### src/rtl/vc0_arb_defs.svh
/*
 Offsets, field positions, reset values and table load length of the VC0 arbitration registers.
 Assumes inclusion by bare name from the package and the register module.
*/
`ifndef VC0_ARB_DEFS_SVH
`define VC0_ARB_DEFS_SVH

`define PORT_VC_STATUS_OFF      12'h20E
`define VC0_CAP_OFF             12'h210
`define VC0_CTL_OFF             12'h214

`define COHERENT_BIT            0
`define SCHEME_SUPPORT_RST      8'h01
`define SCHEME_SUPPORT_LSB      0
`define ADV_SWITCH_BIT          14
`define SNOOP_REJECT_BIT        15
`define MAX_SLOTS_LSB           16
`define TABLE_OFFSET_LSB        24
`define TABLE_OFFSET_RST        8'h00

`define TC_MAP_RST              8'hFF
`define TC_MAP_LSB              0
`define LOAD_TABLE_BIT          16
`define SCHEME_SEL_LSB          17
`define SCHEME_SEL_RST          3'h0
`define CHANNEL_ID_LSB          24
`define CHANNEL_ENABLE_BIT      31

`define TABLE_LOAD_CYCLES       4'h4

`endif

### src/rtl/vc0_arb_pkg.sv
/*
 Types shared by the VC0 arbitration register files.
 Assumes the defs header is on the include path.
*/
`include "vc0_arb_defs.svh"
package vc0_arb_pkg;
  typedef logic [11:0] cfg_addr_t;
  typedef logic [31:0] cfg_word_t;
  typedef enum logic [1:0] {
    LOAD_IDLE = 2'b01,
    LOAD_BUSY = 2'b10
  } load_state_e;
endpackage : vc0_arb_pkg

### src/rtl/table_load_if.sv
/*
 Request and status lines between the register bank and the table loader.
 Assumes one clock shared by both ends.
*/
interface table_load_if;
  logic load_req;
  logic entry_write;
  logic pending;
  logic busy;
  modport regs   (output load_req, output entry_write, input pending, input busy);
  modport loader (input load_req, input entry_write, output pending, output busy);
endinterface : table_load_if

### src/rtl/table_loader.sv
/*
 Table coherency tracker: sets on an entry write, clears when a load finishes.
 Assumes requests arrive one cycle wide from the register bank.
*/
`include "vc0_arb_defs.svh"

module table_loader
  import vc0_arb_pkg::*;
(
  // clock and reset
  input  wire logic i_clk,
  input  wire logic i_srst,
  // bank side
  table_load_if.loader lp
);
  load_state_e state_reg;
  logic [3:0]  count_reg;
  logic        pending_reg;

  always_ff @(posedge i_clk) begin
    if (i_srst) begin
      state_reg <= LOAD_IDLE;
      count_reg <= 4'h0;
    end else begin
      case (state_reg)
        LOAD_IDLE: begin
          if (lp.load_req) begin
            state_reg <= LOAD_BUSY;
            count_reg <= `TABLE_LOAD_CYCLES;
          end
        end
        LOAD_BUSY: begin
          count_reg <= count_reg - 4'h1;
          if (count_reg == 4'h1) begin
            state_reg <= LOAD_IDLE;
          end
        end
        default: state_reg <= LOAD_IDLE;
      endcase
    end
  end

  // entry write beats a finishing load
  always_ff @(posedge i_clk) begin
    if (i_srst) begin
      pending_reg <= 1'b0;
    end else if (lp.entry_write) begin
      pending_reg <= 1'b1;
    end else if (state_reg == LOAD_BUSY && count_reg == 4'h1) begin
      pending_reg <= 1'b0;
    end
  end

  assign lp.pending = pending_reg;
  assign lp.busy    = (state_reg == LOAD_BUSY);
endmodule : table_loader

### src/rtl/vc0_port_arbitration_regs.sv
/*
 Configuration registers of VC resource 0 for one switch port.
 Assumes a single-cycle config access port in the core clock domain.
*/
`include "vc0_arb_defs.svh"

// Summary of operation
// - status word bit 16 coherency flag, reset zero, other bits zero.
// - capability bits 7:0 list schemes, lock-writable, default 0x1.
// - one capability bit per scheme, several may be set.
// - advanced switching bit 14 always reads zero.
// - snoop reject bit 15 always reads zero.
// - max time slots bits 22:16 read zero.
// - table offset bits 31:24, 16-byte units, lock-writable, default zero.
// - traffic class map bits 7:0, bit 0 fixed, reset 0xFF.
// - writing one to bit 16 reloads arbitration from the table.
// - load bit always reads zero.
// - load only acts when selected scheme uses the table.
// - channel identifier bits 26:24 fixed at zero.
// - channel enable bit 31 fixed at one.
// - pending flag sets on entry write, clears when load completes.
module vc0_port_arbitration_regs
  import vc0_arb_pkg::*;
(
  // clock and reset
  input  wire logic      i_clk,
  input  wire logic      i_srst,
  // config access
  input  wire logic      i_cfg_wr,
  input  wire logic      i_cfg_rd,
  input  wire cfg_addr_t i_cfg_addr,
  input  wire cfg_word_t i_cfg_wdata,
  input  wire logic [3:0] i_cfg_be,
  output logic [31:0]    o_cfg_rdata,
  // lock for lock-writable fields
  input  wire logic      i_cfg_lock,
  // table and status from arbiter
  input  wire logic      i_table_entry_wr,
  input  wire logic      i_vc_table_coherent,
  // to the arbiter
  output logic [7:0]     o_traffic_class_map,
  output logic [2:0]     o_port_arb_scheme_select,
  output logic           o_round_robin,
  output logic           o_load_pulse,
  output logic           o_port_arb_table_pending,
  output logic           o_load_busy
);
  logic [7:0] scheme_support_reg;
  logic [7:0] table_offset_reg;
  logic [7:0] tc_map_reg;
  logic [2:0] scheme_sel_reg;
  logic       coherent_reg;
  logic       load_reg;
  logic       lock_reg;
  logic       sync_a_reg;
  logic       sync_b_reg;
  logic       entry_a_reg;
  logic       entry_b_reg;
  logic       entry_c_reg;
  logic       wr_cap;
  logic       wr_ctl;
  logic       load_req;

  table_load_if lp ();

  function automatic logic hit(input cfg_addr_t a, input cfg_addr_t off);
    hit = (a[11:2] == off[11:2]);
  endfunction : hit

  function automatic logic table_used(input logic [2:0] sel, input logic [7:0] cap);
    // only schemes above round robin consult the table
    table_used = cap[sel] && (sel != 3'h0);
  endfunction : table_used

  // reserved fields come from the zero base word; fixed fields are set explicitly
  function automatic cfg_word_t status_word(input logic flag);
    status_word = 32'h0000_0000;
    // status sits in the upper half of its word
    status_word[16 + `COHERENT_BIT] = flag;
  endfunction : status_word

  function automatic cfg_word_t cap_word(input logic [7:0] schemes, input logic [7:0] tbl_off);
    cap_word = 32'h0000_0000;
    cap_word[`SCHEME_SUPPORT_LSB +: 8] = schemes;
    cap_word[`ADV_SWITCH_BIT]          = 1'b0;
    cap_word[`SNOOP_REJECT_BIT]        = 1'b0;
    cap_word[`MAX_SLOTS_LSB +: 7]      = 7'h00;
    cap_word[`TABLE_OFFSET_LSB +: 8]   = tbl_off;
  endfunction : cap_word

  function automatic cfg_word_t ctl_word(input logic [7:0] tc_map, input logic [2:0] sel);
    ctl_word = 32'h0000_0000;
    ctl_word[`TC_MAP_LSB +: 8]     = tc_map;
    ctl_word[`LOAD_TABLE_BIT]      = 1'b0;
    ctl_word[`SCHEME_SEL_LSB +: 3] = sel;
    ctl_word[`CHANNEL_ID_LSB +: 3] = 3'h0;
    ctl_word[`CHANNEL_ENABLE_BIT]  = 1'b1;
  endfunction : ctl_word

  assign wr_cap = i_cfg_wr && hit(i_cfg_addr, `VC0_CAP_OFF);
  assign wr_ctl = i_cfg_wr && hit(i_cfg_addr, `VC0_CTL_OFF);

  // pin-level coherency flag passes two flops
  always_ff @(posedge i_clk) begin
    if (i_srst) begin
      sync_a_reg <= 1'b0;
      sync_b_reg <= 1'b0;
    end else begin
      sync_a_reg <= i_vc_table_coherent;
      sync_b_reg <= sync_a_reg;
    end
  end

  // lock is a same-clock level; one flop keeps it off the write path
  always_ff @(posedge i_clk) begin
    if (i_srst) begin
      lock_reg <= 1'b0;
    end else begin
      lock_reg <= i_cfg_lock;
    end
  end

  // entry strobe: two sync flops, the third finds its rising edge
  always_ff @(posedge i_clk) begin
    if (i_srst) begin
      entry_a_reg <= 1'b0;
      entry_b_reg <= 1'b0;
      entry_c_reg <= 1'b0;
    end else begin
      entry_a_reg <= i_table_entry_wr;
      entry_b_reg <= entry_a_reg;
      entry_c_reg <= entry_b_reg;
    end
  end

  // flag registered once more before the read mux
  always_ff @(posedge i_clk) begin
    if (i_srst) begin
      coherent_reg <= 1'b0;
    end else begin
      coherent_reg <= sync_b_reg;
    end
  end

  // lock-writable capability fields
  always_ff @(posedge i_clk) begin
    if (i_srst) begin
      scheme_support_reg <= `SCHEME_SUPPORT_RST;
      table_offset_reg   <= `TABLE_OFFSET_RST;
    end else if (wr_cap && !lock_reg) begin
      if (i_cfg_be[0]) begin
        scheme_support_reg <= i_cfg_wdata[`SCHEME_SUPPORT_LSB +: 8];
      end
      if (i_cfg_be[3]) begin
        table_offset_reg <= i_cfg_wdata[`TABLE_OFFSET_LSB +: 8];
      end
    end
  end

  // class map and scheme select; the load bit is a strobe, not stored
  always_ff @(posedge i_clk) begin
    if (i_srst) begin
      tc_map_reg     <= `TC_MAP_RST;
      scheme_sel_reg <= `SCHEME_SEL_RST;
    end else if (wr_ctl) begin
      if (i_cfg_be[0]) begin
        tc_map_reg <= {i_cfg_wdata[`TC_MAP_LSB + 7 : `TC_MAP_LSB + 1], 1'b1};
      end
      if (i_cfg_be[2]) begin
        scheme_sel_reg <= i_cfg_wdata[`SCHEME_SEL_LSB +: 3];
      end
    end
  end

  // load only on a written one under a table-using scheme; refused while a load runs
  assign load_req = wr_ctl && i_cfg_be[2] && i_cfg_wdata[`LOAD_TABLE_BIT]
                    && table_used(scheme_sel_reg, scheme_support_reg)
                    && !lp.busy && !load_reg;

  always_ff @(posedge i_clk) begin
    if (i_srst) begin
      load_reg <= 1'b0;
    end else begin
      load_reg <= load_req;
    end
  end

  assign lp.load_req    = load_reg;
  assign lp.entry_write = entry_b_reg && !entry_c_reg;

  table_loader u_loader (
    .i_clk  (i_clk),
    .i_srst (i_srst),
    .lp     (lp)
  );

  // read mux; unmapped words read zero
  always_ff @(posedge i_clk) begin
    if (i_srst) begin
      o_cfg_rdata <= 32'h0000_0000;
    end else if (i_cfg_rd) begin
      if (hit(i_cfg_addr, `PORT_VC_STATUS_OFF)) begin
        o_cfg_rdata <= status_word(coherent_reg);
      end else if (hit(i_cfg_addr, `VC0_CAP_OFF)) begin
        o_cfg_rdata <= cap_word(scheme_support_reg, table_offset_reg);
      end else if (hit(i_cfg_addr, `VC0_CTL_OFF)) begin
        o_cfg_rdata <= ctl_word(tc_map_reg, scheme_sel_reg);
      end else begin
        o_cfg_rdata <= 32'h0000_0000;
      end
    end
  end

  assign o_traffic_class_map      = tc_map_reg;
  assign o_port_arb_scheme_select = scheme_sel_reg;
  assign o_round_robin            = (scheme_sel_reg == 3'h0);
  assign o_load_pulse             = load_reg;
  assign o_port_arb_table_pending = lp.pending;
  assign o_load_busy              = lp.busy;
endmodule : vc0_port_arbitration_regs

### config.mk
export PLATFORM = sky130hd
export DESIGN_NAME = vc0_port_arbitration_regs
export DESIGN_NICKNAME = d
export VERILOG_FILES = /design/src/rtl/vc0_arb_pkg.sv /design/src/rtl/table_load_if.sv /design/src/rtl/table_loader.sv /design/src/rtl/vc0_port_arbitration_regs.sv
export VERILOG_INCLUDE_DIRS = /design/src /design/src/rtl
export SDC_FILE = /design/constraint.sdc
export NUM_CORES = 1
export LEC_CHECK = 0
export BUFFER_PORTS_ARGS = -buffer_cell sky130_fd_sc_hd__buf_2
export CAP_MARGIN = 10
export CORE_MARGIN = 2
export CORE_UTILIZATION = 45
export DETAILED_ROUTE_END_ITERATION = 10
export PLACE_DENSITY = 0.75
export SYNTH_ARGS = -nofsm -noshare
export SYNTH_HDL_FRONTEND = slang
export SYNTH_SLANG_ARGS = --single-unit
### constraint.sdc
create_clock -name i_clk -period 2.4 [get_ports i_clk]
set_input_delay 0.24 -clock i_clk [delete_from_list [all_inputs] [get_ports i_clk]]
set_output_delay 0.24 -clock i_clk [all_outputs]
set_load 0.1 [all_outputs]
* Word-level counts from Yosys, hierarchy flattened
Cells that the tools add are included.
** Cells by class
- Add/subtract/negate cells :: 1
- Multipliers :: 0
- Divide/modulo/power cells :: 0
- $lt $le $gt $ge :: 1
- Equality and inequality tests :: 8
- Shift operators :: 0
- Multiplexer cells :: 12
- Bitwise logic cells :: 0
- Reductions and logical operators :: 25
** Operators with widths (number)
- $mux 32 :: 3
- $eq 10x8->1 const B :: 3
- $reduce_and 2->1 :: 6
- $logic_and 1x1->1 :: 11
- $pmux 4 s2 :: 1
- $eq 4x1->1 const B :: 1
- $logic_not 1->1 :: 4
- $lt 3x4->1 const B :: 1
- $mux 2 :: 2
- $mux 4 :: 1
- $pmux 2 s2 :: 1
- $reduce_bool 2->1 :: 2
- $sub 4x1->4 const B :: 1
- $bmux 1 s3 :: 1
- $logic_not 3->1 :: 1
- $mux 1 :: 3
- $reduce_bool 3->1 :: 1
- $eq 2x1->1 const B :: 1
- $eq 2x2->1 const B :: 1
- $ne 2x1->1 const B :: 1
- $ne 2x2->1 const B :: 1
** Storage, ports and cells
- Register bits :: 73
- Bits in latches :: 0
- Bits in writable memories :: 0
- ROM bits :: 0
- Output and inout bits :: 47
- Word-level logic and storage cells :: 63
- Memories kept :: 0

* Longest topological paths before layout
Gate-level depths: netlist of the first run.
- Word-level depth :: 7
- Depth in mapped cells :: 5
- Depth with buffers taken out :: 5

* Cells and area by module
A second synthesis of the first run with hierarchy kept.
** Second synthesis, totals
- Cell total of the unflattened synthesis :: 314
- Area total of the unflattened synthesis :: 2827.7 µm²
** By module, submodules not included
- vc0_port_arbitration_regs :: instances 1, cells each 277, area each 2487.4 µm²
- table_loader :: instances 1, cells each 37, area each 340.3 µm²

* Least setup slack after synthesis of the first run
Ideal clock, no wire load.
- Kind :: register -> register
- From :: register scheme_sel_reg[0], in the netlist o_port_arb_scheme_select[0]
- To :: register load_reg, in the netlist o_load_pulse
- Library setup time :: 0.244 ns
- Arrival :: 3.144 ns
- Path slack :: -0.988 ns
- Cell stages (with the launch flop) :: 3
- Buffers on the path :: 0
- Period minus slack after synthesis :: 3.388 ns
- Cells stage by stage :: dfxtp_1 -> nor3_1 -> nor4_1
** Between the ends
- Cells in the longest elaborated chain, start to end :: 6
- Elaborated cells on any way between the ends :: 7
** RTL lines
- from (decl) :: line vc0_port_arbitration_regs.sv:51 : logic [2:0] scheme_sel_reg;
- from (signal assigned) :: line vc0_port_arbitration_regs.sv:164 : scheme_sel_reg <= `SCHEME_SEL_RST;
- from (signal assigned) :: line vc0_port_arbitration_regs.sv:170 : scheme_sel_reg <= i_cfg_wdata[`SCHEME_SEL_LSB +: 3];
- $bmux 1 s3 :: line vc0_port_arbitration_regs.sv:72 : table_used = cap[sel] && (sel != 3'h0);
- $mux 1 (not written as such) :: line vc0_port_arbitration_regs.sv:72
- $logic_and 1x1->1 (*) :: line vc0_port_arbitration_regs.sv:72
- $logic_and 1x1->1 (*) (3 in series) :: line vc0_port_arbitration_regs.sv:176 : assign load_req = wr_ctl && i_cfg_be[2] && i_cfg_wdata[`LOAD_TABLE_BIT]
- to (signal assigned) :: line vc0_port_arbitration_regs.sv:184 : load_reg <= load_req;
- to (decl) :: line vc0_port_arbitration_regs.sv:53 : logic load_reg;
Mark *: on every way between the ends. The rest lies on a longest branch, timed or not. The select of a mux whose other input is x is not followed.
A chain may end at the register's enable or synchronous reset.

* Worst setup path in the final report of the first run
- From :: register u_loader.state_reg[0]
- To :: output port o_load_busy
** Between the ends
- Cells in the longest elaborated chain, start to end :: 1
** RTL lines
- from (decl) :: line table_loader.sv:16 : load_state_e state_reg;
- from (signal assigned) :: line table_loader.sv:22 : state_reg <= LOAD_IDLE;
- from (signal assigned) :: line table_loader.sv:28 : state_reg <= LOAD_BUSY;
- from (signal assigned) :: line table_loader.sv:35 : state_reg <= LOAD_IDLE;
- $eq 2x2->1 :: line table_loader.sv:55 : assign lp.busy = (state_reg == LOAD_BUSY);
- to (decl) :: line vc0_port_arbitration_regs.sv:46 : output logic o_load_busy
Every way passes these cells.

==> flow_summary.json, run 1 <==
{
  "status": "completed",
  "crit_path_end_kind": "output pin",
  "detailed_place_hpwl_mm": 4.426,
  "cp_top_family": "buffers and inverters",
  "yosysTopAreaCell": "dfxtp_1",
  "cts_setup_buffers": 0,
  "synth.distinct_cells": 41,
  "worstPathRequired_ns": 2.16,
  "finalNetCount": 408,
  "fin_crit_sh_pct": 72.52,
  "antenna_found_initial": 0,
  "drive_above_1_share_pct": 29.94,
  "drc_errors": 0,
  "final_antenna_net_count": 0,
  "cts_tree": "done",
  "area_delta_synth_final_pct": 21.22,
  "design.core.area_um2": 5574,
  "hold_violations": 0,
  "fin_skew_ns": 0.004847,
  "clk_path_buf_depth": 2,
  "die_h_um": 80.61,
  "num_antenna_cells": 0,
  "ys_warn_count": 0,
  "ff2ff_setup_slack_ns": 0.94,
  "crit_chain": "nand2b_1 > inv_1 > buf_2",
  "vias_per_cell": 5.296,
  "power.leakage_uw": 0.001334,
  "tightest_slew_ns": 0.6430,
  "finalSetupViolations": 0,
  "synth.most_common_cell": "dfxtp_1",
  "netlist_area_um2": 2641,
  "portBuffers": 73,
  "hp-class": "in2reg",
  "yosysTopAreaCellShare_pct": 46.23,
  "path_class": "reg2out",
  "post-place-ws_ns": 0.5274,
  "drt_iter0_markers": 209,
  "routed_wl_mm": 6.119,
  "io_pins": 102,
  "die_area_um2": 6498,
  "relSlewSlack_pct": 56.53,
  "regArea_um2": 1221,
  "synthTopCellsByArea": "dfxtp_1, mux2i_1, nand2_1",
  "synth-seq-cells": 61,
  "slowest_delay_ns": 0.43,
  "die_w_um": 80.61,
  "p_per_area_nw_per_um2": 628.0,
  "htree_num_levels": 3,
  "synthCells": 278,
  "timing.rr.start": "u_loader.count_reg[0]",
  "clk_pin_slew_worst_paths_ns": 0.06,
  "min_from": "i_table_entry_wr",
  "fmax_ghz": 0.5746,
  "largest_register_ff_count": 20,
  "ctsResizeCount": 0,
  "place_congestion": 0.8457,
  "holdPathStages": 2,
  "synth_area_per_cell_um2": 9.501,
  "worstSkewPairLatency_ns": 0.34,
  "rsz0062_at_grt": "false",
  "yosys_most_used_dff": "dfxtp_1",
  "gr-total-overflow": 0,
  "clockRootBuffer": "clkbuf_8",
  "cts_buffers": 9,
  "startpoint_type": "flop",
  "reg2regPathDepth": 4,
  "reg2reg_to": "u_loader.state_reg[1]",
  "ys_seq_area_share_pct": 46.23,
  "crit_slowest_cell": "buf_2",
  "peakVddDrop_uv": 408.0,
  "nFillCells": 551,
  "post-route-min-period_ns": 1.740,
  "cts_sinks": 61,
  "ys_top_cells_by_count": "dfxtp_1, nand2_1, mux2i_1",
  "grt.total_usage_pct": 20.58,
  "num_rows": 27,
  "grt_pass1_vias": 2087,
  "vias": 2256,
  "cts-hold-fix-buffers": 0,
  "ys_async_sr_fraction_pct": 0,
  "cp.arrival_ns": 1.50,
  "synth_edf_count": 0,
  "slew_viol_final": 0,
  "fin_tns_setup_ns": 0,
  "multi_input_area_um2": 1285,
  "path_max_fanout": 7,
  "hold_end": "entry_a_reg",
  "grt_max_degree": 38,
  "worst-path-buf-inv": 2,
  "drtPass1Iterations": 4,
  "grt_pass1_wl_mm": 9.901,
  "cap_violations": 0,
  "wire_per_inst_um": 14.36,
  "setup_ws_ns": 0.6596,
  "initial_core_util_pct": 47.38
}
==> stage by stage <==
| step | hold slack, ns | utilization [%] | instances | instance area, um^2 | total power [uW] |
|---|---|---|---|---|---|
| floorplan | 0.3682 | - | 289 | 2694 | 1219 |
| global placement | 0.4164 | 54.48 | 412 | 3037 | 1255 |
| detailed placement | 0.4248 | 54.48 | 412 | 3037 | 1257 |
| CTS | 0.1026 | 57.44 | 426 | 3202 | 2033 |
| global route | 0.1177 | 57.44 | 426 | 3202 | 2102 |
| finish | 0.1147 | 57.44 | 426 | 3202 | 2011 |
==> worst reg2reg max path, stage by stage, from the launching register on <==
cell and delay, ns:
dfxtp_1 0.42, ha_1 0.17, or3b_2 0.46, o2bb2ai_1 0.15, and2_1 0.15
==> worst max path at each step <==
stage                                            from             endpoint  slack [ns]  cells past startpoint
final                           u_loader.state_reg[0]          o_load_busy        0.66                      3
after detailed placement                i_cfg_addr[7]  table_offset_reg[3]        0.53                      5
after global placement                  i_cfg_addr[7]  table_offset_reg[6]        0.60                      5
after global routing            u_loader.state_reg[1]          o_load_busy        0.54                      3
after floorplan           o_port_arb_scheme_select[0]         o_load_pulse        0.37                      3
after CTS                       u_loader.state_reg[0]          o_load_busy        0.65                      3
==> kinds of logic after synthesis <==
logic type / synth area share (%)
AO/OA/AOI/OAI: 12.22
XOR/XNOR: 0.3317
adder cells (fa/ha/maj): 0.9473
buffers and inverters: 7.105
flip-flops: 46.23
multiplexers: 10.80
other: 0.2843
AND/OR/NAND/NOR: 22.07
==> routing by layer <==
metal / GRT usage (%) / up-vias / part of all wire (%)
met3: 8.539 / 9 / 9.0
li1: - / 1119 / -
met1: 25.37 / 1038 / 44
met5: 0 / - / 0
met4: 6.610 / 0 / 1.5
met2: 32.58 / 90 / 45
==> layout make-up <==
type / count / share of cell area, %
multi-input cells: 193 / 40.13
repair buffers: 80 / 13.05
flip-flops and latches: 61 / 38.14
well taps: 72 / 2.814
clock inverters: 2 / 0.3126
inverters: 6 / 0.7034
clock buffers: 12 / 4.846
==> where the power goes <==
part           internal (uW)  leakage (uW)  switching (uW)
registers               1020      0.000493            3.43
logic                   48.5      0.000753             165
clock network            416     0.0000881             358
total                   1480       0.00133             526
==> cell usage in the layout, fill, tap and decap left out, types with 8 or more instances in the layout <==
cell type,netlist,final
a21oi_1,9,9
buf_2,0,73
clkbuf_8,0,11
o21ai_0,19,19
dfxtp_1,61,61
a31oi_1,8,8
mux2i_1,24,24
conb_1,2,13
nand2_1,43,43
nor4_1,9,9
Power figures use the tool's default switching activity.
==> run 2, diff against run 1 <==
Settings changed: ABC_AREA from default to 1, PLACE_DENSITY 0.75 to 0.74.
Clock period 2.4 ns to 1.7 ns, I/O delays scaled along.
==> run 2 against run 1 <==
Effect of this change: cell area up 5.2%; critical endpoint is now o_round_robin; synthesized cell count up 41%; worst hold slack worse by 0.068 ns; largest cell class unchanged; first-iteration DRC count down 44%; global-route usage down 0.096 points; clock skew up 0.0035 ns; register-to-register slack worse by 0.53 ns; die area up 4.7%.
==> flow_summary.json, run 2 <==
{
  "holdPathStages": 3,
  "grt_pass1_wl_mm": 10.56,
  "power_uw": 2888,
  "ctsResizeCount": 0,
  "cts_setup_buffers": 0,
  "synthXorXnorAreaFrac_pct": 0,
  "drtPass1Iterations": 4,
  "antenna_found_initial": 0,
  "synth.distinct_cells": 27,
  "vias_per_cell": 4.869,
  "ys_top_cells_by_count": "nand2_1, dfxtp_1, nor2_1",
  "grt_pass1_vias": 2362,
  "rsz0062_at_grt": "false",
  "synth_edf_count": 0,
  "final_antenna_net_count": 0,
  "cts-hold-fix-buffers": 0,
  "cap_violations": 0,
  "gr-total-overflow": 0,
  "ys_warn_count": 0,
  "ys_async_sr_fraction_pct": 0,
  "cp.arrival_ns": 1.31,
  "num_rows": 28,
  "cts_tree": "done",
  "routed_wl_mm": 6.621,
  "cts_buffers": 9,
  "final_cell_mix": "nand2_1, buf_2, dfxtp_1",
  "cp_top_family": "buffers and inverters",
  "cts_sinks": 61,
  "synth_top_family_by_area": "simple AND/OR/NAND/NOR gates",
  "clockRootBuffer": "clkbuf_8",
  "htree_num_levels": 3,
  "fin_skew_ns": 0.008361,
  "synthTopCellsByArea": "dfxtp_1, nand2_1, nor2_1",
  "peakVddDrop_uv": 431.3,
  "crit_chain": "nor3_4 > buf_2",
  "die_area_um2": 6802,
  "finalSetupViolations": 0,
  "synth-seq-cells": 61,
  "fin_tns_setup_ns": 0,
  "clk_path_buf_depth": 2,
  "relSlewSlack_pct": 65.30,
  "initial_core_util_pct": 46.81,
  "detailed_place_hpwl_mm": 4.725,
  "ys_seq_area_share_pct": 44.06,
  "startpoint_type": "flop",
  "status": "completed",
  "post-place-ws_ns": 0.1641,
  "yosys_most_used_dff": "dfxtp_1",
  "worstSetupPathDepth": 2,
  "drc_errors": 0,
  "synthAdderAreaFrac_pct": 0.9029,
  "portBuffers": 73,
  "finalNetCount": 526,
  "muxShareOfSynthArea_pct": 0,
  "nFillCells": 592,
  "io_pins": 102,
  "die_h_um": 82.48,
  "grt_max_degree": 31,
  "place_congestion": 0.8611,
  "vias": 2673,
  "power.leakage_uw": 0.001673,
  "drt_iter0_markers": 117,
  "hp-class": "in2reg",
  "synthCells": 393,
  "synth.most_common_cell": "nand2_1",
  "worstPathRequired_ns": 1.53,
  "multi_input_area_um2": 1281,
  "regArea_um2": 1225,
  "slew_viol_final": 0,
  "yosysTopAreaCellShare_pct": 44.06,
  "yosysTopAreaCell": "dfxtp_1",
  "crit_path_end_kind": "output pin",
  "synth_area_per_cell_um2": 7.052,
  "design.core.area_um2": 5921,
  "grt.total_usage_pct": 20.49,
  "netlist_area_um2": 2771,
  "wire_per_inst_um": 12.06,
  "path_class": "reg2out",
  "crit_slowest_cell": "buf_2",
  "num_antenna_cells": 0,
  "worst-path-buf-inv": 1,
  "synthSimpleGateAreaFrac_pct": 36.48,
  "die_w_um": 82.48,
  "p_per_area_nw_per_um2": 857.2,
  "fin_crit_sh_pct": 87.24,
  "largest_register_ff_count": 20,
  "drive_above_1_share_pct": 23.21,
  "post-route-min-period_ns": 1.483,
  "area_delta_synth_final_pct": 21.58,
  "hold_violations": 0,
  "reg2regPathDepth": 4,
  "tightest_slew_ns": 0.5176,
  "slowest_delay_ns": 0.45,
  "path_max_fanout": 5,
  "fmax_ghz": 0.6743,
  "synth-compound-area-share_pct": 6.411,
  "worstSkewPairLatency_ns": 0.33,
  "layout_commonest_cell": "nand2_1",
  "clk_pin_slew_worst_paths_ns": 0.06,
  "setup_ws_ns": 0.2169,
  "ff2ff_setup_slack_ns": 0.41
}
==> run 2: cell count changes after synthesis, sizes merged, moves of 14 or more <==
cell,previous run,this run
nand4,3,26
o21ai,19,5
mux2i,24,0
nor2,7,62
nand2,43,107
inv,6,44
nand3,1,17
a21oi,9,25
==> run 2: layout make-up <==
cell class	count	area share (%)
Inverter	44	4.902
Clock inverter	1	0.1485
Tap cell	75	2.785
Timing Repair Buffer	82	12.85
Multi-Input combinational cell	271	38.02
Sequential cell	61	36.35
Clock buffer	15	4.939
==> run 2: routing by layer <==
metal	wire (um)	vias to the layer above	track usage, %
li1	-	1377	-
met1	2860	1202	25.05
met2	3142	85	34.44
met3	545	9	5.543
met4	72	0	7.500
met5	0	-	0
==> run 2: path summary, 6_finish.rpt <==
path                                    start                    end
setup / recovery  o_port_arb_scheme_select[2]          o_round_robin
hold / removal               i_table_entry_wr            entry_a_reg
setup reg to reg                     lock_reg  scheme_support_reg[2]
hold reg to reg                    sync_b_reg           coherent_reg
==> run 2: stage by stage <==
step / instance area (um^2) / hold slack (ns) / utilization (%) / cells
2_1_floorplan: 2835 / 0.2770 / - / 404
3_3_place_gp: 3198 / 0.3735 / 54.02 / 533
3_5_place_dp: 3198 / 0.3817 / 54.02 / 533
4_1_cts: 3369 / 0.03562 / 56.91 / 549
5_1_grt: 3369 / 0.04594 / 56.91 / 549
6_report: 3369 / 0.04633 / 56.91 / 549
==> run 2: logic make-up after synthesis <==
family / count (synthesis)
simple gates: 222
flops: 61
fa+ha+maj: 2
compound gates: 34
buf+inv: 72
other cells: 2
==> run 2: worst min-delay path, cell delays in order <==
cell,delay [ns]
buf_2,0.07
inv_1,0.03
nor2_1,0.06
==> run 2: power by group <==
part           internal [uW]  switching [uW]
Combinational           58.2             246
Sequential              1440            3.30
Clock                    610             532
Total                   2110             782
